--- src/rtl/ssc_pkg.sv ---
package ssc_pkg;
   // register byte addresses, 15-bit serial address space
   localparam logic [14:0] ADDR_CFG = 15'h0000;
   localparam logic [14:0] ADDR_MODE = 15'h0002;
   localparam logic [14:0] ADDR_CLASS = 15'h0003;
   localparam logic [14:0] ADDR_PART_LO = 15'h0004;
   localparam logic [14:0] ADDR_PART_HI = 15'h0005;
   localparam logic [14:0] ADDR_MAKER_LO = 15'h000c;
   localparam logic [14:0] ADDR_MAKER_HI = 15'h000d;
   localparam logic [14:0] ADDR_STREAM = 15'h0010;

   // interface_config fields
   localparam int CFG_SOFT_RST_BIT = 7;
   localparam int CFG_ASCEND_BIT = 5;
   localparam int CFG_SDO_BIT = 4;
   localparam logic [7:0] CFG_RESET = 8'h30;
   localparam logic [7:0] CFG_WR_MASK = 8'h6f;
   localparam logic [7:0] CFG_SDO_ONE = 8'h10;

   // device_operating_mode, device_class, streaming_address_control
   localparam logic [7:0] MODE_RESET = 8'h00;
   localparam logic [1:0] MODE_NORMAL = 2'h0;
   localparam logic [1:0] MODE_PD = 2'h3;
   localparam logic [3:0] CLASS_RSV_RESET = 4'h0;
   localparam logic [7:0] STREAM_RESET = 8'h00;
   localparam int STREAM_HOLD_BIT = 0;

   // serial framing
   localparam logic [4:0] HDR_BITS = 5'd16;
   localparam int PIN_SDI = 0;
   localparam int PIN_SCLK = 1;
   localparam int PIN_CS = 2;
   localparam logic [2:0] PIN_IDLE = 3'h4;

   // soft reset quiet period
   localparam int SOFT_RST_NS = 750;
   localparam int CLK_PERIOD_NS = 8;
   localparam int SOFT_RST_CYC = (SOFT_RST_NS + CLK_PERIOD_NS - 1) / CLK_PERIOD_NS;
   localparam logic [6:0] SOFT_RST_LOAD = 7'(SOFT_RST_CYC - 1);
endpackage

--- src/rtl/ssc_ser_if.sv ---
interface ssc_ser_if;
   logic hdr_valid;
   logic rnw;
   logic [14:0] hdr_addr;
   logic byte_done;
   logic [7:0] byte_data;
   logic [7:0] rd_byte;
   modport front (output hdr_valid, output rnw, output hdr_addr, output byte_done,
      output byte_data, input rd_byte);
   modport bank (input hdr_valid, input rnw, input hdr_addr, input byte_done,
      input byte_data, output rd_byte);
endinterface

--- src/rtl/ssc_config_regs.sv ---
// Operation
// - soft reset bit resets chip and registers
// - soft reset bit clears itself
// - ascend bit picks step direction, default up
// - serial output indicator always reads one
// - reads return on dedicated serial output
// - mode field: zero normal, three power-down
// - device class field returns fixed code
// - part code field returns fixed code
// - hold bit keeps streaming address constant
module ssc_config_regs import ssc_pkg::*; #(
   parameter logic [3:0] CLASS_CODE = 4'h6, // arbitrary value
   parameter logic [15:0] PART_CODE = 16'h5a3c, // arbitrary value
   parameter logic [15:0] MAKER_CODE = 16'h1e77 // arbitrary value
) (
   input wire logic ref_clk,
   input wire logic rst_b,
   input wire logic spi_sclk,
   input wire logic spi_cs_b,
   input wire logic spi_sdi,
   output logic spi_sdo,
   output logic [1:0] op_mode,
   output logic power_down,
   output logic reset_busy
);
   ssc_ser_if ser ();

   logic [7:0] cfg_reg;
   logic [7:0] mode_reg;
   logic [3:0] class_rsv;
   logic [7:0] stream_reg;
   logic [14:0] cur_addr;
   logic [6:0] rst_cnt;
   logic busy;
   wire core_rst_b;
   wire wr_en;
   wire soft_hit;
   wire bank_rst;
   wire hold;
   wire ascend;
   wire [7:0] cfg_rd;
   wire [7:0] class_rd;

   // the whole serial side is held while the soft reset runs
   assign core_rst_b = rst_b & ~busy;

   ssc_serial u_serial (
      .ref_clk(ref_clk),
      .rst_b(core_rst_b),
      .sclk_pin(spi_sclk),
      .cs_b_pin(spi_cs_b),
      .sdi_pin(spi_sdi),
      .sdo(spi_sdo),
      .ser(ser)
   );

   // write decode
   assign wr_en = ser.byte_done & ~ser.rnw;
   assign soft_hit = wr_en & (cur_addr == ADDR_CFG) & ser.byte_data[CFG_SOFT_RST_BIT];
   assign bank_rst = ~core_rst_b | soft_hit;
   assign hold = stream_reg[STREAM_HOLD_BIT];
   assign ascend = cfg_reg[CFG_ASCEND_BIT];

   // quiet-period counter ends the reset by itself
   always_ff @(posedge ref_clk) begin
      if (!rst_b) begin
         busy <= 1'b0;
         rst_cnt <= '0;
      end else if (soft_hit) begin
         busy <= 1'b1;
         rst_cnt <= SOFT_RST_LOAD;
      end else if (busy) begin
         if (rst_cnt == 7'h00) begin
            busy <= 1'b0;
         end else begin
            rst_cnt <= 7'(rst_cnt - 7'd1);
         end
      end
   end

   // register writes, all returned to defaults on soft reset
   always_ff @(posedge ref_clk) begin
      if (bank_rst) begin
         cfg_reg <= CFG_RESET & CFG_WR_MASK;
         mode_reg <= MODE_RESET;
         class_rsv <= CLASS_RSV_RESET;
         stream_reg <= STREAM_RESET;
      end else if (wr_en) begin
         if (cur_addr == ADDR_CFG) begin
            cfg_reg <= ser.byte_data & CFG_WR_MASK;
         end
         if (cur_addr == ADDR_MODE) begin
            mode_reg <= ser.byte_data;
         end
         if (cur_addr == ADDR_CLASS) begin
            class_rsv <= ser.byte_data[7:4];
         end
         if (cur_addr == ADDR_STREAM) begin
            stream_reg <= ser.byte_data;
         end
      end
   end

   // header loads the address, each full byte then steps it unless the hold bit is set
   always_ff @(posedge ref_clk) begin
      if (bank_rst) begin
         cur_addr <= '0;
      end else if (ser.hdr_valid) begin
         cur_addr <= ser.hdr_addr;
      end else if (ser.byte_done && !hold) begin
         cur_addr <= ascend ? 15'(cur_addr + 15'd1) : 15'(cur_addr - 15'd1);
      end
   end

   // indicator forced to one, soft reset bit reads zero
   assign cfg_rd = (cfg_reg & CFG_WR_MASK) | CFG_SDO_ONE;
   // fixed class code under writable reserved nibble
   assign class_rd = {class_rsv, CLASS_CODE};

   // read mux, unmapped addresses read zero
   assign ser.rd_byte = (cur_addr == ADDR_CFG) ? cfg_rd :
      (cur_addr == ADDR_MODE) ? mode_reg :
      (cur_addr == ADDR_CLASS) ? class_rd :
      (cur_addr == ADDR_PART_LO) ? PART_CODE[7:0] :
      (cur_addr == ADDR_PART_HI) ? PART_CODE[15:8] :
      (cur_addr == ADDR_MAKER_LO) ? MAKER_CODE[7:0] :
      (cur_addr == ADDR_MAKER_HI) ? MAKER_CODE[15:8] :
      (cur_addr == ADDR_STREAM) ? stream_reg : 8'h00;

   always_ff @(posedge ref_clk) begin
      if (!core_rst_b) begin
         op_mode <= MODE_NORMAL;
         power_down <= 1'b0;
      end else begin
         op_mode <= mode_reg[1:0];
         power_down <= (mode_reg[1:0] == MODE_PD);
      end
   end

   assign reset_busy = busy;

   property p_soft_reset;
      @(posedge ref_clk) disable iff (!rst_b)
      soft_hit |=> busy && (mode_reg == MODE_RESET) && (stream_reg == STREAM_RESET)
         && (cfg_rd == CFG_RESET);
   endproperty
   a_soft_reset: assert property (p_soft_reset) else $error("soft reset left state");

   property p_self_clear;
      @(posedge ref_clk) disable iff (!rst_b)
      $rose(busy) |-> ##93 busy ##1 !busy;
   endproperty
   a_self_clear: assert property (p_self_clear) else $error("soft reset length wrong");

   property p_ascend;
      @(posedge ref_clk) disable iff (!rst_b)
      ser.byte_done && !soft_hit && !hold |=>
         cur_addr == ($past(ascend) ? 15'($past(cur_addr) + 15'd1)
         : 15'($past(cur_addr) - 15'd1));
   endproperty
   a_ascend: assert property (p_ascend) else $error("address step wrong");

   property p_sdo_one;
      @(posedge ref_clk) disable iff (!rst_b)
      cur_addr == ADDR_CFG |-> ser.rd_byte[CFG_SDO_BIT] && !ser.rd_byte[CFG_SOFT_RST_BIT];
   endproperty
   a_sdo_one: assert property (p_sdo_one) else $error("config readback wrong");

   property p_mode;
      @(posedge ref_clk) disable iff (!core_rst_b)
      ##1 power_down == ($past(mode_reg[1:0]) == MODE_PD);
   endproperty
   a_mode: assert property (p_mode) else $error("power down mismatch");

   property p_class;
      @(posedge ref_clk) disable iff (!rst_b)
      cur_addr == ADDR_CLASS |-> ser.rd_byte[3:0] == CLASS_CODE;
   endproperty
   a_class: assert property (p_class) else $error("class code wrong");

   property p_part;
      @(posedge ref_clk) disable iff (!rst_b)
      cur_addr == ADDR_PART_HI |-> ser.rd_byte == PART_CODE[15:8];
   endproperty
   a_part: assert property (p_part) else $error("part code wrong");

   property p_hold;
      @(posedge ref_clk) disable iff (!rst_b)
      ser.byte_done && hold && !soft_hit |=> $stable(cur_addr);
   endproperty
   a_hold: assert property (p_hold) else $error("held address moved");

   property p_header;
      @(posedge ref_clk) disable iff (!core_rst_b)
      ser.hdr_valid |=> cur_addr == $past(ser.hdr_addr);
   endproperty
   a_header: assert property (p_header) else $error("header address lost");

   property p_part_lo;
      @(posedge ref_clk) disable iff (!rst_b)
      cur_addr == ADDR_PART_LO |-> ser.rd_byte == PART_CODE[7:0];
   endproperty
   a_part_lo: assert property (p_part_lo) else $error("part code low byte wrong");

   property p_op_copy;
      @(posedge ref_clk) disable iff (!core_rst_b)
      ##1 op_mode == $past(mode_reg[1:0]);
   endproperty
   a_op_copy: assert property (p_op_copy) else $error("mode output mismatch");

   property p_busy_quiet;
      @(posedge ref_clk) disable iff (!rst_b)
      busy |-> !ser.hdr_valid && !ser.byte_done;
   endproperty
   a_busy_quiet: assert property (p_busy_quiet) else $error("frame during soft reset");

   property p_ascend_wr;
      @(posedge ref_clk) disable iff (!rst_b)
      wr_en && (cur_addr == ADDR_CFG) && !soft_hit |=>
         ascend == $past(ser.byte_data[CFG_ASCEND_BIT]);
   endproperty
   a_ascend_wr: assert property (p_ascend_wr) else $error("direction bit not stored");
endmodule // ssc_config_regs

--- src/rtl/ssc_serial.sv ---
module ssc_serial import ssc_pkg::*; (
   input wire logic ref_clk,
   input wire logic rst_b,
   input wire logic sclk_pin,
   input wire logic cs_b_pin,
   input wire logic sdi_pin,
   output logic sdo,
   ssc_ser_if.front ser
);
   logic [2:0] pin_in;
   logic [2:0] s1;
   logic [2:0] s2;
   logic [2:0] s3;
   logic [2:0] filt;
   logic [2:0] filt_d;
   logic [14:0] sh;
   logic [4:0] hcnt;
   logic [2:0] bcnt;
   logic load_pend;
   logic [7:0] sdo_sh;
   wire sel;
   wire rise;
   wire fall;

   assign pin_in = {cs_b_pin, sclk_pin, sdi_pin};

   // three-stage sync, value taken once stages two and three agree
   genvar g;
   for (g = 0; g < 3; g++) begin : g_sync
      always_ff @(posedge ref_clk) begin
         if (!rst_b) begin
            s1[g] <= PIN_IDLE[g];
            s2[g] <= PIN_IDLE[g];
            s3[g] <= PIN_IDLE[g];
            filt[g] <= PIN_IDLE[g];
         end else begin
            s1[g] <= pin_in[g];
            s2[g] <= s1[g];
            s3[g] <= s2[g];
            if (s2[g] == s3[g]) begin
               filt[g] <= s3[g];
            end
         end
      end
   end

   // clock edges seen only while selected
   assign sel = ~filt[PIN_CS];
   assign rise = sel & filt[PIN_SCLK] & ~filt_d[PIN_SCLK];
   assign fall = sel & ~filt[PIN_SCLK] & filt_d[PIN_SCLK];
   assign sdo = sdo_sh[7];

   // header of rnw plus 15 address bits, then data bytes msb first
   always_ff @(posedge ref_clk) begin
      if (!rst_b) begin
         filt_d <= PIN_IDLE;
         sh <= '0;
         hcnt <= '0;
         bcnt <= '0;
         load_pend <= 1'b0;
         sdo_sh <= '0;
         ser.hdr_valid <= 1'b0;
         ser.rnw <= 1'b0;
         ser.hdr_addr <= '0;
         ser.byte_done <= 1'b0;
         ser.byte_data <= '0;
      end else begin
         filt_d <= filt;
         ser.hdr_valid <= 1'b0;
         ser.byte_done <= 1'b0;
         if (!sel) begin
            hcnt <= '0;
            bcnt <= '0;
            load_pend <= 1'b0;
            sdo_sh <= '0;
         end else if (rise) begin
            sh <= {sh[13:0], filt[PIN_SDI]};
            if (hcnt != HDR_BITS) begin
               hcnt <= 5'(hcnt + 5'd1);
               if (hcnt == 5'(HDR_BITS - 5'd1)) begin
                  ser.hdr_valid <= 1'b1;
                  ser.rnw <= sh[14];
                  ser.hdr_addr <= {sh[13:0], filt[PIN_SDI]};
                  load_pend <= 1'b1;
               end
            end else begin
               bcnt <= 3'(bcnt + 3'd1);
               if (bcnt == 3'h7) begin
                  ser.byte_done <= 1'b1;
                  ser.byte_data <= {sh[6:0], filt[PIN_SDI]};
                  load_pend <= 1'b1;
               end
            end
         end else if (fall) begin
            if (load_pend) begin
               sdo_sh <= ser.rd_byte;
               load_pend <= 1'b0;
            end else begin
               sdo_sh <= {sdo_sh[6:0], 1'b0};
            end
         end
      end
   end
endmodule // ssc_serial

--- config.mk ---
export PLATFORM = sky130hd
export DESIGN_NAME = ssc_config_regs
export DESIGN_NICKNAME = d
export VERILOG_FILES = /design/src/rtl/ssc_pkg.sv /design/src/rtl/ssc_ser_if.sv /design/src/rtl/ssc_config_regs.sv /design/src/rtl/ssc_serial.sv
export SDC_FILE = /design/constraint.sdc
export NUM_CORES = 1
export LEC_CHECK = 0
export BUFFER_PORTS_ARGS = -buffer_cell sky130_fd_sc_hd__buf_2
export CAP_MARGIN = 20
export CORE_ASPECT_RATIO = 1.2
export CORE_UTILIZATION = 62
export DETAILED_ROUTE_END_ITERATION = 7
export PLACE_DENSITY = 0.79
export SYNTH_ARGS = -nofsm -noshare
export SYNTH_HDL_FRONTEND = slang
export SYNTH_SLANG_ARGS = --single-unit
--- constraint.sdc ---
create_clock -name ref_clk -period 3.6 [get_ports ref_clk]
set_input_delay 0.9 -clock ref_clk [delete_from_list [all_inputs] [get_ports ref_clk]]
set_output_delay 0.9 -clock ref_clk [all_outputs]
set_load 0.03 [all_outputs]
# --- Word-level counts from Yosys, hierarchy flattened ---
# Index checks and enable logic that the tools add are counted.
op_classes:
  eq_ne: 17
  n_reduce_logical: 24
  bitwise_logic: 19
  addsub: 5
  mux: 25
ops:
  columns: ["operator", "count"]
  rows:
  - ["$mux W8", 9]
  - ["$mux W15", 3]
  - ["$eq A15 B2 Y1 const B", 2]
  - ["$eq A15 B3 Y1 const B", 2]
  - ["$eq A15 B4 Y1 const B", 2]
  - ["$mux W7", 3]
  - ["$reduce_and A2 Y1", 10]
  - ["$add A15 B1 Y15 const B", 1]
  - ["$eq A15 B5 Y1 const B", 1]
  - ["$logic_not A15 Y1", 1]
  - ["$sub A15 B1 Y15 const B", 1]
  - ["$mux W1", 10]
  - ["$not A1 Y1", 10]
  - ["$and A1 B1 Y1", 8]
  - ["$reduce_and A4 Y1", 2]
  - ["$reduce_or A4 Y1", 2]
  - ["$logic_not A7 Y1", 1]
  - ["$sub A7 B1 Y7 const B", 1]
  - ["$ne A3 B3 Y1 const B", 2]
  - ["$reduce_bool A2 Y1", 3]
  - ["$add A5 B1 Y5 const B", 1]
  - ["$eq A5 B4 Y1 const B", 1]
  - ["$ne A5 B5 Y1 const B", 1]
  - ["$reduce_or A2 Y1", 2]
  - ["other kinds (9)", 11]
totals:
  register_bits: 124
  wordCells: 123
  output_inout_bits: 5
  in_bits: 5

# --- Longest topological paths before layout ---
# Gate-level depths: netlist of the first run.
depth:
  word_depth: 10
  depth_mapped: 10
  depth_no_buf: 8

# --- Hierarchy ---
# A second synthesis of the first run with hierarchy kept.
unflattened:
  cells_unflattened: 678
  area_unflattened_um2: 5913.2
by_module_without_submodules:
  columns: ["mod", "area_per_inst_um2", "seq_area_each_um2", "cells_per_inst", "n_inst"]
  rows:
  - ["ssc_config_regs", 3188.1, 1041.0, 383, 1]
  - ["ssc_serial", 2725.1, 1421.4, 295, 1]

# --- Worst setup path after synthesis of the first run ---
# No wires, ideal clock.
synth_path:
  path_kind: "register -> register"
  from: "register cur_addr[0]"
  to: "register cur_addr[12]"
  required_time_ps: 3486
  slack_ps: 1037
  path_stages_with_launch: 11
  synth_period_minus_slack_ps: 2563
  arrival_ps: 2449
  cell_sequence: "dfxtp_1 -> clkbuf_1 -> clkbuf_1 -> inv_1 -> fa_1 -> nor2b_1 -> o2111ai_1 -> a211oi_1 -> a211oi_1 -> xnor2_1 -> a2111oi_0"
synth_between:
  elab_chain_len: 4
synth_lines:
  columns: ["element", "line_no", "rtl"]
  rows:
  - ["start, declared", "ssc_config_regs.sv:32", "logic [14:0] cur_addr;"]
  - ["start signal, assigned", "ssc_config_regs.sv:109", "cur_addr <= ser.hdr_addr;"]
  - ["start signal, assigned", "ssc_config_regs.sv:111", "cur_addr <= ascend ? 15'(cur_addr + 15'd1) : 15'(cur_addr - 15'd1);"]
  - ["$sub A15 B1 Y15 (tied with other cells)", "ssc_config_regs.sv:111", null]
  - ["$mux W15 or $and A1 B1 Y1 (tied branches)", "ssc_config_regs.sv:111, ssc_config_regs.sv:59", null]
  - ["$mux W15 or $and A1 B1 Y1 (tied branches)", "ssc_config_regs.sv:110, ssc_config_regs.sv:59", null]
  - ["$mux W15 or $or A1 B1 Y1 (tied branches)", "ssc_config_regs.sv:108, ssc_config_regs.sv:60", null]
# Several ways; a longest one is shown, not always the timed one. The select of a mux whose other input is x is not followed.
# A chain may end at the register's enable or synchronous reset.

# --- Worst setup path after layout of the first run ---
# Same ends and word-level chain as after synthesis.

==> results of run 1 <==
[synth_stat cells, types with 7 or more instances]
| cell | count |
|---|---|
| sky130_fd_sc_hd__nor3_1 | 14 |
| sky130_fd_sc_hd__inv_1 | 16 |
| sky130_fd_sc_hd__nor2_1 | 71 |
| sky130_fd_sc_hd__dfxtp_1 | 123 |
| sky130_fd_sc_hd__xnor2_1 | 11 |
| sky130_fd_sc_hd__and2_1 | 10 |
| sky130_fd_sc_hd__mux2i_1 | 34 |
| sky130_fd_sc_hd__nor2b_1 | 7 |
| sky130_fd_sc_hd__a21oi_1 | 75 |
| sky130_fd_sc_hd__nand2b_1 | 10 |
| sky130_fd_sc_hd__ha_1 | 20 |
| sky130_fd_sc_hd__xor2_1 | 10 |
| sky130_fd_sc_hd__a211oi_1 | 7 |
| sky130_fd_sc_hd__nand3_1 | 18 |
| sky130_fd_sc_hd__nand2_1 | 110 |
| sky130_fd_sc_hd__clkbuf_1 | 30 |
| sky130_fd_sc_hd__o21ai_0 | 22 |
[through the flow]
step,hold slack (ns),utilization [%],instances,power [mW]
after floorplan,0.386,-,679,1.42
after global placement,0.408,66.0,774,1.43
after detailed placement,0.398,66.0,774,1.43
after CTS,0.419,72.7,806,3.09
after global routing,0.457,72.9,807,3.16
final,0.416,72.9,807,3.08
[worst max-delay path: cells and delay by family, from the launching register on]
kind | cells | cell delay, ns
adders and majority gates | 1 | 0.48
DFF | 1 | 0.73
AOI/OAI and AO/OA | 4 | 1.00
and+or+nand+nor | 1 | 0.22
xor gates and xnor gates | 1 | 0.13
buffers and inverters | 1 | 0.27
[area by class of cell]
cell class / instances / area, µm² / area share, %
sequential: 123 / 2460 / 38.6
clock buffer: 26 / 478 / 7.49
timing repair buffer: 16 / 105 / 1.65
multi-input combinational: 502 / 3010 / 47.2
clock inverter: 6 / 110 / 1.73
inverter: 17 / 63.8 / 1.00
tap: 117 / 146 / 2.30
[cell families after synthesis]
logic type / count (synthesis) / synth area share (%)
compound gates: 154 / 16.4
flops: 123 / 43.3
buf+inv: 54 / 3.94
xor+xnor: 21 / 3.24
fa+ha+maj: 21 / 4.75
simple gates: 272 / 22.4
mux: 34 / 5.99
[per-layer routing]
| layer | share of wire (%) | vias up | global-route usage [%] |
|---|---|---|---|
| li1 | - | 2350 | - |
| met1 | 42 | 2355 | 36.3 |
| met2 | 50 | 148 | 51.0 |
| met3 | 5.4 | 38 | 8.93 |
| met4 | 3.1 | 0 | 11.7 |
| met5 | 0 | - | 0 |
[worst max-delay path by stage]
stage,to,slack (ns),cells after the start
finish,cur_addr[12]$_SDFFE_PP0P_,0.62,8
floorplan,cur_addr[12]$_SDFFE_PP0P_,1.04,10
global route,cur_addr[12]$_SDFFE_PP0P_,0.44,8
detailed placement,cur_addr[12]$_SDFFE_PP0P_,0.68,8
CTS,cur_addr[12]$_SDFFE_PP0P_,0.70,8
global placement,cur_addr[12]$_SDFFE_PP0P_,0.96,8
[cells in the final DEF (no fill, tap or decap), types with 7 or more instances in the layout]
cell	netlist	layout
sky130_fd_sc_hd__a211oi_1	7	7
sky130_fd_sc_hd__a21oi_1	75	75
sky130_fd_sc_hd__and2_1	10	10
sky130_fd_sc_hd__buf_2	5	9
sky130_fd_sc_hd__clkbuf_16	0	16
sky130_fd_sc_hd__dfxtp_1	123	123
sky130_fd_sc_hd__ha_1	20	20
sky130_fd_sc_hd__inv_1	16	16
sky130_fd_sc_hd__mux2i_1	34	34
sky130_fd_sc_hd__nand2_1	110	110
sky130_fd_sc_hd__nand2b_1	10	10
sky130_fd_sc_hd__nand3_1	18	18
sky130_fd_sc_hd__nor2_1	71	71
sky130_fd_sc_hd__nor2b_1	7	7
sky130_fd_sc_hd__nor3_1	14	14
sky130_fd_sc_hd__o21ai_0	22	22
sky130_fd_sc_hd__xnor2_1	11	11
sky130_fd_sc_hd__xor2_1	10	10
[power groups by stage]
| stage | sequential [mW] | clock, mW | combinational (mW) |
|---|---|---|---|
| floorplan | 1.40 | 0 | 0.0214 |
| global placement | 1.40 | 0 | 0.0315 |
| detailed placement | 1.40 | 0 | 0.0325 |
| CTS | 1.37 | 1.69 | 0.0326 |
| global route | 1.37 | 1.76 | 0.0371 |
| finish | 1.37 | 1.68 | 0.0346 |
==> report_table.html, run 1 <==
<table>
<tr><th>Metric</th><th>Value</th></tr>
<tr><th colspan="2">Status</th></tr>
<tr><td>Outcome</td><td>completed</td></tr>
<tr><th colspan="2">Global routing</th></tr>
<tr><td>Total routing usage reported by global routing</td><td>between 30% and 40%</td></tr>
<tr><td>Number of antenna violations at the first check in global routing</td><td>0</td></tr>
<tr><td>Wire length of the first global-routing pass</td><td>~22,000 µm</td></tr>
<tr><td>GR Overflow Total</td><td>0</td></tr>
<tr><td>Via count of the first global-routing pass</td><td>4,560</td></tr>
<tr><td>Maximum number of pins on one net before global-route repair</td><td>30</td></tr>
<tr><th colspan="2">Power and ir drop</th></tr>
<tr><td>Switching Share</td><td>between 10% and 20%</td></tr>
<tr><td>Worst VDD drop</td><td>around 430 µV</td></tr>
<tr><td>Cell area power density</td><td>roughly 480 nW/µm²</td></tr>
<tr><td>Combinational power share</td><td>1.1%</td></tr>
<tr><td>Clk network pwr share</td><td>between 50 and 60%</td></tr>
<tr><td>Standby leakage power</td><td>2.52 nW</td></tr>
<tr><td>Internal power</td><td>between 2 and 2.5 mW</td></tr>
<tr><td>Psw</td><td>0.597 mW</td></tr>
<tr><td>Sequential share of power</td><td>about 44%</td></tr>
<tr><th colspan="2">Synth</th></tr>
<tr><td>Number of distinct library cells after synthesis</td><td>58</td></tr>
<tr><td>Share of the synthesized area in the top cell type</td><td>~43%</td></tr>
<tr><td>Synthesized area divided by synthesized cell count</td><td>around 8.4 µm²</td></tr>
<tr><td>Number of flops mapped to enable cells by yosys</td><td>0</td></tr>
<tr><td>Cells taking the most area after synthesis</td><td>sky130_fd_sc_hd__dfxtp_1 (43%), sky130_fd_sc_hd__nand2_1 (7.3%), sky130_fd_sc_hd__a21oi_1 (6.6%), sky130_fd_sc_hd__mux2i_1 (6.0%), sky130_fd_sc_hd__nor2_1 (4.7%)</td></tr>
<tr><td>Post-synthesis net count</td><td>between 700 and 800</td></tr>
<tr><td>Yosys warns</td><td>0</td></tr>
<tr><td>Cell taking the most area after synthesis</td><td>sky130_fd_sc_hd__dfxtp_1</td></tr>
<tr><td>Total standard cell area after synthesis</td><td>approximately 5700 µm²</td></tr>
<tr><td>Seq cells post-synth</td><td>between 100 and 150</td></tr>
<tr><td>Dominant synthesized flop cell</td><td>sky130_fd_sc_hd__dfxtp_1</td></tr>
<tr><td>Seq/Total Area, Yosys</td><td>a little over two fifths</td></tr>
<tr><td>Post-Synthesis Cells</td><td>slightly below 700</td></tr>
<tr><td>Fraction of registers with async set/reset</td><td>0%</td></tr>
<tr><th colspan="2">Setup path</th></tr>
<tr><td>Critical-path cell list</td><td>inv_1 -&gt; fa_1 -&gt; nor2b_1 -&gt; o2111ai_1 -&gt; a211oi_1 -&gt; a211oi_1 -&gt; xnor2_1 -&gt; a2111oi_0</td></tr>
<tr><td>Flop2flop setup slack</td><td>slightly above 0.6 ns</td></tr>
<tr><td>Arrival time worst endpoint</td><td>about 3.3 ns</td></tr>
<tr><td>Cell repeated most along the worst path</td><td>sky130_fd_sc_hd__a211oi_1</td></tr>
<tr><td>Crit Reg-Reg Startpoint</td><td>cur_addr[0]$_SDFFE_PP0P_</td></tr>
<tr><td>Required time of the worst setup path</td><td>slightly below 4 ns</td></tr>
<tr><td>Startpoint-to-endpoint class of the critical path</td><td>flop to flop</td></tr>
<tr><td>Startpoint Class</td><td>flop</td></tr>
<tr><td>CP max FO</td><td>18</td></tr>
<tr><td>Crit Reg-Reg Endpoint</td><td>cur_addr[12]$_SDFFE_PP0P_</td></tr>
<tr><td>Crit path capture type</td><td>flop</td></tr>
<tr><td>Origin of the worst setup path</td><td>cur_addr[0]$_SDFFE_PP0P_</td></tr>
<tr><td>Critical path's largest stage delay</td><td>0.73 ns</td></tr>
<tr><td>Worst-case reg-to-reg path depth</td><td>8</td></tr>
<tr><td>Critical path's slowest cell</td><td>sky130_fd_sc_hd__dfxtp_1</td></tr>
<tr><th colspan="2">Clock tree</th></tr>
<tr><td>Maximum level of the CTS H-tree</td><td>4</td></tr>
<tr><td>Number of buffers created by CTS</td><td>17</td></tr>
<tr><td>Clock slew at reported path FFs</td><td>around 0.050 ns</td></tr>
<tr><td>TritonCTS clock tree</td><td>done</td></tr>
<tr><td>Post-cts repair resize count</td><td>0</td></tr>
<tr><td>Clock sinks</td><td>~120</td></tr>
<tr><td>Count of hold buffers inserted by post-cts repair</td><td>0</td></tr>
<tr><td>Number of setup buffers added after CTS</td><td>0</td></tr>
<tr><td>Cell at the root of the clock tree</td><td>sky130_fd_sc_hd__clkbuf_8</td></tr>
<tr><td>Clk_lat worst skew</td><td>~0.52 ns</td></tr>
<tr><td>Buffer levels on the longest clock path</td><td>2</td></tr>
<tr><th colspan="2">Detailed routing</th></tr>
<tr><td>Detailed-route DRC error count</td><td>0</td></tr>
<tr><td>Routed Antenna Nets</td><td>0</td></tr>
<tr><td>First-pass DRT Iterations</td><td>6</td></tr>
<tr><td>DRT Wirelength</td><td>between 10,000 and 15,000 µm</td></tr>
<tr><td>Via count</td><td>slightly below 5,000</td></tr>
<tr><td>Via density per instance</td><td>between 6 and 7</td></tr>
<tr><td>DRC marker count from the first detailed-route iteration</td><td>320</td></tr>
<tr><td>Mean routed wirelength per cell</td><td>roughly 17 µm</td></tr>
<tr><th colspan="2">Hold path</th></tr>
<tr><td>Hold Path Stages</td><td>1</td></tr>
<tr><td>Hold path startpoint</td><td>u_serial.s1[2]$_SDFF_PN1_</td></tr>
<tr><td>Path class of the lowest-slack min-delay path</td><td>flop to flop</td></tr>
<tr><td>Hold EP</td><td>u_serial.s2[2]$_SDFF_PN1_</td></tr>
<tr><th colspan="2">Cells and area</th></tr>
<tr><td>Largest regs</td><td>cur_addr x15, u_serial.ser.hdr_addr x15, u_serial.sh x15</td></tr>
<tr><td>Final instance area</td><td>6380 µm²</td></tr>
<tr><td>NumNets Final</td><td>around 700</td></tr>
<tr><td>Fraction of final layout cells with drive strength greater than 1</td><td>under 10%</td></tr>
<tr><td>Diode count</td><td>0</td></tr>
<tr><td>Number of inserted filler cells in the final layout</td><td>~660</td></tr>
<tr><td>Signed area change from the synthesized netlist to the final layout</td><td>12.2%</td></tr>
<tr><th colspan="2">STA</th></tr>
<tr><td>Final hold vios</td><td>0</td></tr>
<tr><td>Fin Setup TNS</td><td>0 ns</td></tr>
<tr><td>Worst slew slack as a fraction of its limit</td><td>35.9%</td></tr>
<tr><td>Fin Clk Skew</td><td>0.00722 ns</td></tr>
<tr><td>Post-route worst setup slack</td><td>between 0.6 and 0.7 ns</td></tr>
<tr><td>Setup violations, final</td><td>0</td></tr>
<tr><td>RSZ-0062 raised after global routing</td><td>no</td></tr>
<tr><td>Final Cycle Share</td><td>between 80 and 90%</td></tr>
<tr><td>Max Transition Viols Final</td><td>0</td></tr>
<tr><td>Max Fclk</td><td>approximately 0.34 GHz</td></tr>
<tr><td>Worst-margin pin slew</td><td>0.960 ns</td></tr>
<tr><td>Crit path time final</td><td>between 2 and 3 ns</td></tr>
<tr><th colspan="2">Floorplanning</th></tr>
<tr><td>Placement row count</td><td>37</td></tr>
<tr><td>Vertical die dimension</td><td>between 100 and 150 µm</td></tr>
<tr><td>Num ports</td><td>10</td></tr>
<tr><td>Area of the core</td><td>just under 9000 µm²</td></tr>
<tr><td>DIE AREA</td><td>roughly 9600 µm²</td></tr>
<tr><td>Floorplan die width</td><td>~89 µm</td></tr>
<tr><td>Effective utilization at floorplan</td><td>approximately two thirds</td></tr>
<tr><th colspan="2">Placement</th></tr>
<tr><td>Post-detailed-placement half-perimeter wirelength</td><td>between 9000 and 10,000 µm</td></tr>
<tr><td>Placed Area</td><td>approximately 5800 µm²</td></tr>
<tr><td>Minimum setup slack after placement</td><td>approximately 0.68 ns</td></tr>
<tr><td>Number of port buffers</td><td>9</td></tr>
<tr><td>Routability Congestion</td><td>0.912</td></tr>
<tr><th colspan="2">Flow run</th></tr>
<tr><td>Maximum capacitance violations</td><td>0</td></tr>
</table>
No activity file was read; power rests on OpenSTA's default activity.
==> run 2, diff against run 1 <==
clock period = 3 ns   (was 3.6 ns; I/O delays follow)
==> report_table.html, run 2 (synthesized netlist as in run 1, its figures left out) <==
<table>
<tr><th>Metric</th><th>Value</th></tr>
<tr><th colspan="2">Status</th></tr>
<tr><td>Outcome</td><td>completed</td></tr>
<tr><th colspan="2">Detailed routing</th></tr>
<tr><td>M1 WL</td><td>about 5700 µm</td></tr>
<tr><td>DRC marker count from the first detailed-route iteration</td><td>roughly 370</td></tr>
<tr><td>Routed length on met2</td><td>about 6800 µm</td></tr>
<tr><td>First-pass DRT Iterations</td><td>4</td></tr>
<tr><td>DRT Wirelength</td><td>approximately 14,000 µm</td></tr>
<tr><td>Via density per instance</td><td>6.05</td></tr>
<tr><td>Routed Antenna Nets</td><td>0</td></tr>
<tr><td>Mean routed wirelength per cell</td><td>~17 µm</td></tr>
<tr><td>DR top layer</td><td>met4</td></tr>
<tr><td>Via count</td><td>approximately 4,900</td></tr>
<tr><td>Detailed-route DRC error count</td><td>0</td></tr>
<tr><td>Routed wire length on met3</td><td>between 700 and 800 µm</td></tr>
<tr><th colspan="2">Cells and area</th></tr>
<tr><td>Fraction of final layout cells with drive strength greater than 1</td><td>between 8 and 9%</td></tr>
<tr><td>Number of inserted filler cells in the final layout</td><td>637</td></tr>
<tr><td>Diode count</td><td>0</td></tr>
<tr><td>NumNets Final</td><td>705</td></tr>
<tr><td>Most frequent standard cell in the layout excluding fill and tap cells</td><td>sky130_fd_sc_hd__dfxtp_1</td></tr>
<tr><td>Commonest cells after routing, fill and taps aside</td><td>sky130_fd_sc_hd__dfxtp_1 (123), sky130_fd_sc_hd__nand2_1 (110), sky130_fd_sc_hd__a21oi_1 (75)</td></tr>
<tr><td>Largest regs</td><td>cur_addr x15, u_serial.ser.hdr_addr x15, u_serial.sh x15</td></tr>
<tr><td>Filler-free cell count of the finished design</td><td>slightly above 800</td></tr>
<tr><td>Signed area change from the synthesized netlist to the final layout</td><td>12.4%</td></tr>
<tr><th colspan="2">Clock tree</th></tr>
<tr><td>Clk_lat worst skew</td><td>0.52 ns</td></tr>
<tr><td>TritonCTS clock tree</td><td>done</td></tr>
<tr><td>Clock sinks</td><td>around 120</td></tr>
<tr><td>Cell at the root of the clock tree</td><td>sky130_fd_sc_hd__clkbuf_8</td></tr>
<tr><td>Maximum level of the CTS H-tree</td><td>4</td></tr>
<tr><td>Post-cts repair resize count</td><td>0</td></tr>
<tr><td>Clock slew at reported path FFs</td><td>~0.060 ns</td></tr>
<tr><td>Number of setup buffers added after CTS</td><td>0</td></tr>
<tr><td>Count of hold buffers inserted by post-cts repair</td><td>0</td></tr>
<tr><td>Buffer levels on the longest clock path</td><td>2</td></tr>
<tr><td>Number of buffers created by CTS</td><td>17</td></tr>
<tr><th colspan="2">STA</th></tr>
<tr><td>Crit path time final</td><td>2.73 ns</td></tr>
<tr><td>RSZ-0062 raised after global routing</td><td>no</td></tr>
<tr><td>Final hold vios</td><td>0</td></tr>
<tr><td>Worst-margin pin slew</td><td>~1.0 ns</td></tr>
<tr><td>Final Cycle Share</td><td>around nine tenths</td></tr>
<tr><td>Max Transition Viols Final</td><td>0</td></tr>
<tr><td>Max Fclk</td><td>0.367 GHz</td></tr>
<tr><td>Fin Setup TNS</td><td>0 ns</td></tr>
<tr><td>Setup violations, final</td><td>0</td></tr>
<tr><td>Worst slew slack as a fraction of its limit</td><td>between 30% and 40%</td></tr>
<tr><td>Fin Clk Skew</td><td>roughly 0.011 ns</td></tr>
<tr><th colspan="2">Setup path</th></tr>
<tr><td>CP max FO</td><td>15</td></tr>
<tr><td>Arrival time worst endpoint</td><td>roughly 3.1 ns</td></tr>
<tr><td>Crit Reg-Reg Startpoint</td><td>cfg_reg[5]$_SDFFE_PP1P_</td></tr>
<tr><td>Required time of the worst setup path</td><td>between 3 and 4 ns</td></tr>
<tr><td>Crit path capture type</td><td>flop</td></tr>
<tr><td>Flop2flop setup slack</td><td>around 0.27 ns</td></tr>
<tr><td>Crit Reg-Reg Endpoint</td><td>cur_addr[12]$_SDFFE_PP0P_</td></tr>
<tr><td>Startpoint-to-endpoint class of the critical path</td><td>flop to flop</td></tr>
<tr><td>Worst-case reg-to-reg path depth</td><td>8</td></tr>
<tr><td>Startpoint Class</td><td>flop</td></tr>
<tr><th colspan="2">Global routing</th></tr>
<tr><td>Wire length of the first global-routing pass</td><td>~23,000 µm</td></tr>
<tr><td>Via count of the first global-routing pass</td><td>4,703</td></tr>
<tr><td>Number of antenna violations at the first check in global routing</td><td>0</td></tr>
<tr><td>GR Overflow Total</td><td>0</td></tr>
<tr><td>Maximum number of pins on one net before global-route repair</td><td>30</td></tr>
<tr><td>Total routing usage reported by global routing</td><td>approximately a third</td></tr>
<tr><th colspan="2">Floorplanning</th></tr>
<tr><td>Placement row count</td><td>37</td></tr>
<tr><td>Floorplan die width</td><td>89.4 µm</td></tr>
<tr><td>DIE AREA</td><td>between 9000 and 10,000 µm²</td></tr>
<tr><td>Effective utilization at floorplan</td><td>between 60% and 70%</td></tr>
<tr><td>Num ports</td><td>10</td></tr>
<tr><td>Vertical die dimension</td><td>~110 µm</td></tr>
<tr><td>Area of the core</td><td>8750 µm²</td></tr>
<tr><th colspan="2">Power and ir drop</th></tr>
<tr><td>Cell area power density</td><td>573 nW/µm²</td></tr>
<tr><td>Pwr Total</td><td>3.66 mW</td></tr>
<tr><td>Worst VDD drop</td><td>about 700 µV</td></tr>
<tr><td>Internal power</td><td>2.88 mW</td></tr>
<tr><td>Combinational power share</td><td>1.1%</td></tr>
<tr><td>Sequential share of power</td><td>roughly 45%</td></tr>
<tr><td>Clk network pwr share</td><td>a little over half</td></tr>
<tr><td>Switching Share</td><td>between 20% and 30%</td></tr>
<tr><td>Psw</td><td>~0.8 mW</td></tr>
<tr><td>Standby leakage power</td><td>between 2 and 3 nW</td></tr>
<tr><th colspan="2">Placement</th></tr>
<tr><td>Post-detailed-placement half-perimeter wirelength</td><td>9220 µm</td></tr>
<tr><td>Total placed cells including tap cells</td><td>777</td></tr>
<tr><td>Number of port buffers</td><td>9</td></tr>
<tr><td>Routability Congestion</td><td>between 0.9 and 1</td></tr>
<tr><th colspan="2">Flow run</th></tr>
<tr><td>Maximum capacitance violations</td><td>0</td></tr>
<tr><th colspan="2">Hold path</th></tr>
<tr><td>Hold Path Stages</td><td>1</td></tr>
<tr><td>Path class of the lowest-slack min-delay path</td><td>flop to flop</td></tr>
<tr><td>Hold EP</td><td>u_serial.s2[2]$_SDFF_PN1_</td></tr>
<tr><td>Hold path startpoint</td><td>u_serial.s1[2]$_SDFF_PN1_</td></tr>
</table>
## run 2: worst max-delay path by stage
stage	start	slack, ns	to	depth (start not counted)
final	cfg_reg[5]$_SDFFE_PP1P_	0.27	cur_addr[12]$_SDFFE_PP0P_	8
after global routing	cfg_reg[5]$_SDFFE_PP1P_	0.07	cur_addr[9]$_SDFFE_PP0P_	8
after CTS	cfg_reg[5]$_SDFFE_PP1P_	0.32	cur_addr[12]$_SDFFE_PP0P_	8
after detailed placement	cfg_reg[5]$_SDFFE_PP1P_	0.33	cur_addr[12]$_SDFFE_PP0P_	8
after global placement	cfg_reg[5]$_SDFFE_PP1P_	0.42	cur_addr[12]$_SDFFE_PP0P_	8
after floorplan	cur_addr[0]$_SDFFE_PP0P_	0.44	cur_addr[12]$_SDFFE_PP0P_	10
## run 2: critical path: stages (launching register included)
cell and delay, ns:
sky130_fd_sc_hd__dfxtp_1 0.48, sky130_fd_sc_hd__inv_1 0.31, sky130_fd_sc_hd__ha_1 0.50, sky130_fd_sc_hd__a21o_1 0.22, sky130_fd_sc_hd__a21oi_1 0.24, sky130_fd_sc_hd__a211oi_1 0.11
sky130_fd_sc_hd__a211oi_1 0.31, sky130_fd_sc_hd__xnor2_1 0.10, sky130_fd_sc_hd__a2111oi_0 0.34
## run 2: area by class of cell
cell class / count / area, µm² / area share (%)
multi-input combinational: 502 / 3010 / 47.1
sequential: 123 / 2460 / 38.5
clock buffer: 19 / 442 / 6.91
tap: 117 / 146 / 2.29
clock inverter: 13 / 140 / 2.19
timing repair buffer: 18 / 125 / 1.96
inverter: 17 / 63.8 / 0.998
## run 2: stage by stage
| stage | util (%) | hold slack (ns) | area [µm²] | setup WS (ns) |
|---|---|---|---|---|
| CTS | 73.0 | 0.405 | 6390 | 0.317 |
| global route | 73.0 | 0.398 | 6390 | 0.0673 |
| detailed placement | 66.4 | 0.399 | 5810 | 0.330 |
| floorplan | - | 0.386 | 5680 | 0.437 |
| finish | 73.0 | 0.412 | 6390 | 0.274 |
| global placement | 66.4 | 0.402 | 5810 | 0.417 |
## run 2: metal layers
metal,GRT usage [%],vias to the layer above
met5,0,-
met4,15.3,0
met3,10.0,34
met2,51.3,170
met1,37.4,2327
li1,-,2366
## run 2: power by group through the flow
stage	clock network (mW)	logic [mW]	registers (mW)
floorplan	0	0.0257	1.68
global placement	0	0.0387	1.68
detailed placement	0	0.0394	1.68
CTS	2.00	0.0400	1.64
global route	2.07	0.0433	1.64
finish	1.98	0.0404	1.64
==> run 3, diff against run 2 <==
CORE_UTILIZATION = 56   (was 62)
PLACE_DENSITY = 0.75   (was 0.79)
clock period = 2.2 ns   (was 3 ns; I/O delays follow)
==> report_table.html, run 3 (synthesized netlist as in run 1, its figures left out) <==
<table>
<tr><th>Metric</th><th>Value</th></tr>
<tr><th colspan="2">STA</th></tr>
<tr><td>Max Transition Viols Final</td><td>0</td></tr>
<tr><td>Crit path time final</td><td>2.11 ns</td></tr>
<tr><td>Final Cycle Share</td><td>between 90% and 100%</td></tr>
<tr><td>Max Fclk</td><td>roughly 0.47 GHz</td></tr>
<tr><td>Worst slew slack as a fraction of its limit</td><td>a little under three fifths</td></tr>
<tr><td>RSZ-0062 raised after global routing</td><td>yes</td></tr>
<tr><td>Final hold vios</td><td>0</td></tr>
<tr><td>Fin Clk Skew</td><td>around 0.0067 ns</td></tr>
<tr><td>Worst-margin pin slew</td><td>roughly 0.64 ns</td></tr>
<tr><td>Setup violations, final</td><td>0</td></tr>
<tr><th colspan="2">Floorplanning</th></tr>
<tr><td>DIE AREA</td><td>around 11,000 µm²</td></tr>
<tr><td>Vertical die dimension</td><td>about 110 µm</td></tr>
<tr><td>Area of the core</td><td>9710 µm²</td></tr>
<tr><td>Effective utilization at floorplan</td><td>58.5%</td></tr>
<tr><td>Placement row count</td><td>39</td></tr>
<tr><td>Num ports</td><td>10</td></tr>
<tr><td>Floorplan die width</td><td>~94 µm</td></tr>
<tr><th colspan="2">Setup path</th></tr>
<tr><td>Crit path capture type</td><td>flop</td></tr>
<tr><td>Startpoint-to-endpoint class of the critical path</td><td>flop to flop</td></tr>
<tr><td>Arrival time worst endpoint</td><td>roughly 2.4 ns</td></tr>
<tr><td>Required time of the worst setup path</td><td>around 2.5 ns</td></tr>
<tr><td>Worst Path Buf+Inv</td><td>0</td></tr>
<tr><td>CP max FO</td><td>10</td></tr>
<tr><td>Top delay family on crit path</td><td>simple AND/OR/NAND/NOR gates</td></tr>
<tr><td>Startpoint Class</td><td>flop</td></tr>
<tr><td>Critical path's largest stage delay</td><td>~0.47 ns</td></tr>
<tr><td>Critical path's slowest cell</td><td>sky130_fd_sc_hd__or3_1</td></tr>
<tr><td>Critical-path cell list</td><td>nor4_4 -&gt; nand4_2 -&gt; or3_1 -&gt; and2_4 -&gt; a31oi_1 -&gt; o21ai_1</td></tr>
<tr><th colspan="2">Clock tree</th></tr>
<tr><td>Number of setup buffers added after CTS</td><td>0</td></tr>
<tr><td>Cell at the root of the clock tree</td><td>sky130_fd_sc_hd__clkbuf_16</td></tr>
<tr><td>Buffer levels on the longest clock path</td><td>2</td></tr>
<tr><td>Count of hold buffers inserted by post-cts repair</td><td>0</td></tr>
<tr><td>Clk_lat worst skew</td><td>approximately 0.42 ns</td></tr>
<tr><td>Maximum level of the CTS H-tree</td><td>4</td></tr>
<tr><td>Clock slew at reported path FFs</td><td>roughly 0.060 ns</td></tr>
<tr><td>Clock sinks</td><td>about 120</td></tr>
<tr><td>TritonCTS clock tree</td><td>done</td></tr>
<tr><td>Number of buffers created by CTS</td><td>17</td></tr>
<tr><th colspan="2">Detailed routing</th></tr>
<tr><td>Mean routed wirelength per cell</td><td>15.9 µm</td></tr>
<tr><td>Via density per instance</td><td>5.75</td></tr>
<tr><td>First-pass DRT Iterations</td><td>5</td></tr>
<tr><td>Routed Antenna Nets</td><td>0</td></tr>
<tr><td>Via count</td><td>~4,900</td></tr>
<tr><td>DRT Wirelength</td><td>~13,000 µm</td></tr>
<tr><td>Detailed-route DRC error count</td><td>0</td></tr>
<tr><td>DRC marker count from the first detailed-route iteration</td><td>approximately 340</td></tr>
<tr><th colspan="2">Placement</th></tr>
<tr><td>Placed Area</td><td>6040 µm²</td></tr>
<tr><td>Post-detailed-placement half-perimeter wirelength</td><td>slightly below 10,000 µm</td></tr>
<tr><td>Number of port buffers</td><td>9</td></tr>
<tr><td>Routability Congestion</td><td>slightly below 0.9</td></tr>
<tr><th colspan="2">Power and ir drop</th></tr>
<tr><td>Worst VDD drop</td><td>763 µV</td></tr>
<tr><td>Standby leakage power</td><td>roughly 2.7 nW</td></tr>
<tr><td>Cell area power density</td><td>roughly 760 nW/µm²</td></tr>
<tr><td>Pwr Total</td><td>between 5 and 6 mW</td></tr>
<tr><th colspan="2">Flow run</th></tr>
<tr><td>Maximum capacitance violations</td><td>0</td></tr>
<tr><th colspan="2">Hold path</th></tr>
<tr><td>Path class of the lowest-slack min-delay path</td><td>primary input to flop</td></tr>
<tr><th colspan="2">Cells and area</th></tr>
<tr><td>Fraction of final layout cells with drive strength greater than 1</td><td>approximately 15%</td></tr>
<tr><td>Signed area change from the synthesized netlist to the final layout</td><td>18.0%</td></tr>
<tr><td>Most frequent standard cell in the layout excluding fill and tap cells</td><td>sky130_fd_sc_hd__dfxtp_1</td></tr>
<tr><td>Final instance area</td><td>around 6700 µm²</td></tr>
<tr><td>Commonest cells after routing, fill and taps aside</td><td>sky130_fd_sc_hd__dfxtp_1 (122), sky130_fd_sc_hd__nand2_1 (110), sky130_fd_sc_hd__a21oi_1 (75)</td></tr>
<tr><td>Number of inserted filler cells in the final layout</td><td>roughly 800</td></tr>
<tr><td>NumNets Final</td><td>735</td></tr>
<tr><td>Largest regs</td><td>cur_addr x15, u_serial.ser.hdr_addr x15, u_serial.sh x15</td></tr>
<tr><td>Diode count</td><td>0</td></tr>
<tr><th colspan="2">Status</th></tr>
<tr><td>Outcome</td><td>completed</td></tr>
<tr><th colspan="2">Global routing</th></tr>
<tr><td>Wire length of the first global-routing pass</td><td>roughly 22,000 µm</td></tr>
<tr><td>Maximum number of pins on one net before global-route repair</td><td>42</td></tr>
<tr><td>Via count of the first global-routing pass</td><td>between 4,000 and 5,000</td></tr>
<tr><td>GR Overflow Total</td><td>0</td></tr>
<tr><td>Number of antenna violations at the first check in global routing</td><td>0</td></tr>
<tr><td>Total routing usage reported by global routing</td><td>a little over a quarter</td></tr>
</table>
-- run 3: stage by stage --
step / setup WS, ns / TNS [ns] / util (%) / instances / hold slack [ns]
after floorplan: 0.00277 / 0 / - / 679 / 0.386
after global placement: 0.00297 / 0 / 62.2 / 813 / 0.408
after detailed placement: -0.0755 / -0.163 / 62.2 / 813 / 0.417
after CTS: 0.0135 / 0 / 68.6 / 845 / 0.314
after global routing: -0.0685 / -0.0685 / 69.1 / 845 / 0.334
final: 0.0902 / 0 / 69.1 / 845 / 0.324
-- run 3: worst paths after layout --
check | cells past startpoint | start | slack, ns | to
setup / recovery | 6 | cur_addr[5]$_SDFFE_PP0P_ | 0.09 | cur_addr[8]$_SDFFE_PP0P_
setup reg to reg | 6 | cur_addr[5]$_SDFFE_PP0P_ | 0.09 | cur_addr[8]$_SDFFE_PP0P_
hold / removal | 2 | spi_cs_b | 0.32 | u_serial.s1[2]$_SDFF_PN1_
hold reg to reg | 1 | u_serial.s1[1]$_SDFF_PN0_ | 0.43 | u_serial.s2[1]$_SDFF_PN0_
-- run 3: routing by layer --
layer	wire, µm	track usage (%)	share of wire [%]
met1	6040	33.2	45
met2	6610	45.7	49
met3	584	6.64	4.4
met4	172	8.51	1.3
met5	0	0	0
-- run 3: timing repair --
item | 4_1_cts | 5_1_grt
pin swaps | 3 | 1
resized for setup | 2 | 15
endpoints found under the setup margin | 3 | 18
-- run 3: worst reg2reg max path: cells and delay by family, from the launching register on --
family / cells / cell delay [ns]
AOI/OAI and AO/OA: 2 / 0.24
and+or+nand+nor: 4 / 1.37
DFF: 1 / 0.39
-- run 3: power breakdown --
group / switching (mW) / total [mW] / internal, mW
sequential: 0.00334 / 2.24 / 2.23
clock: 1.02 / 2.80 / 1.78
combinational: 0.0369 / 0.0532 / 0.0163
total: 1.06 / 5.09 / 4.03
-- run 3: final cells by class --
class	instances	area [µm²]	share of cell area, %
multi-input combinational	502	3080	45.9
sequential	123	2470	36.8
clock buffer	18	429	6.40
timing repair buffer	48	338	5.04
clock inverter	14	174	2.59
tap	123	154	2.29
inverter	17	68.8	1.03
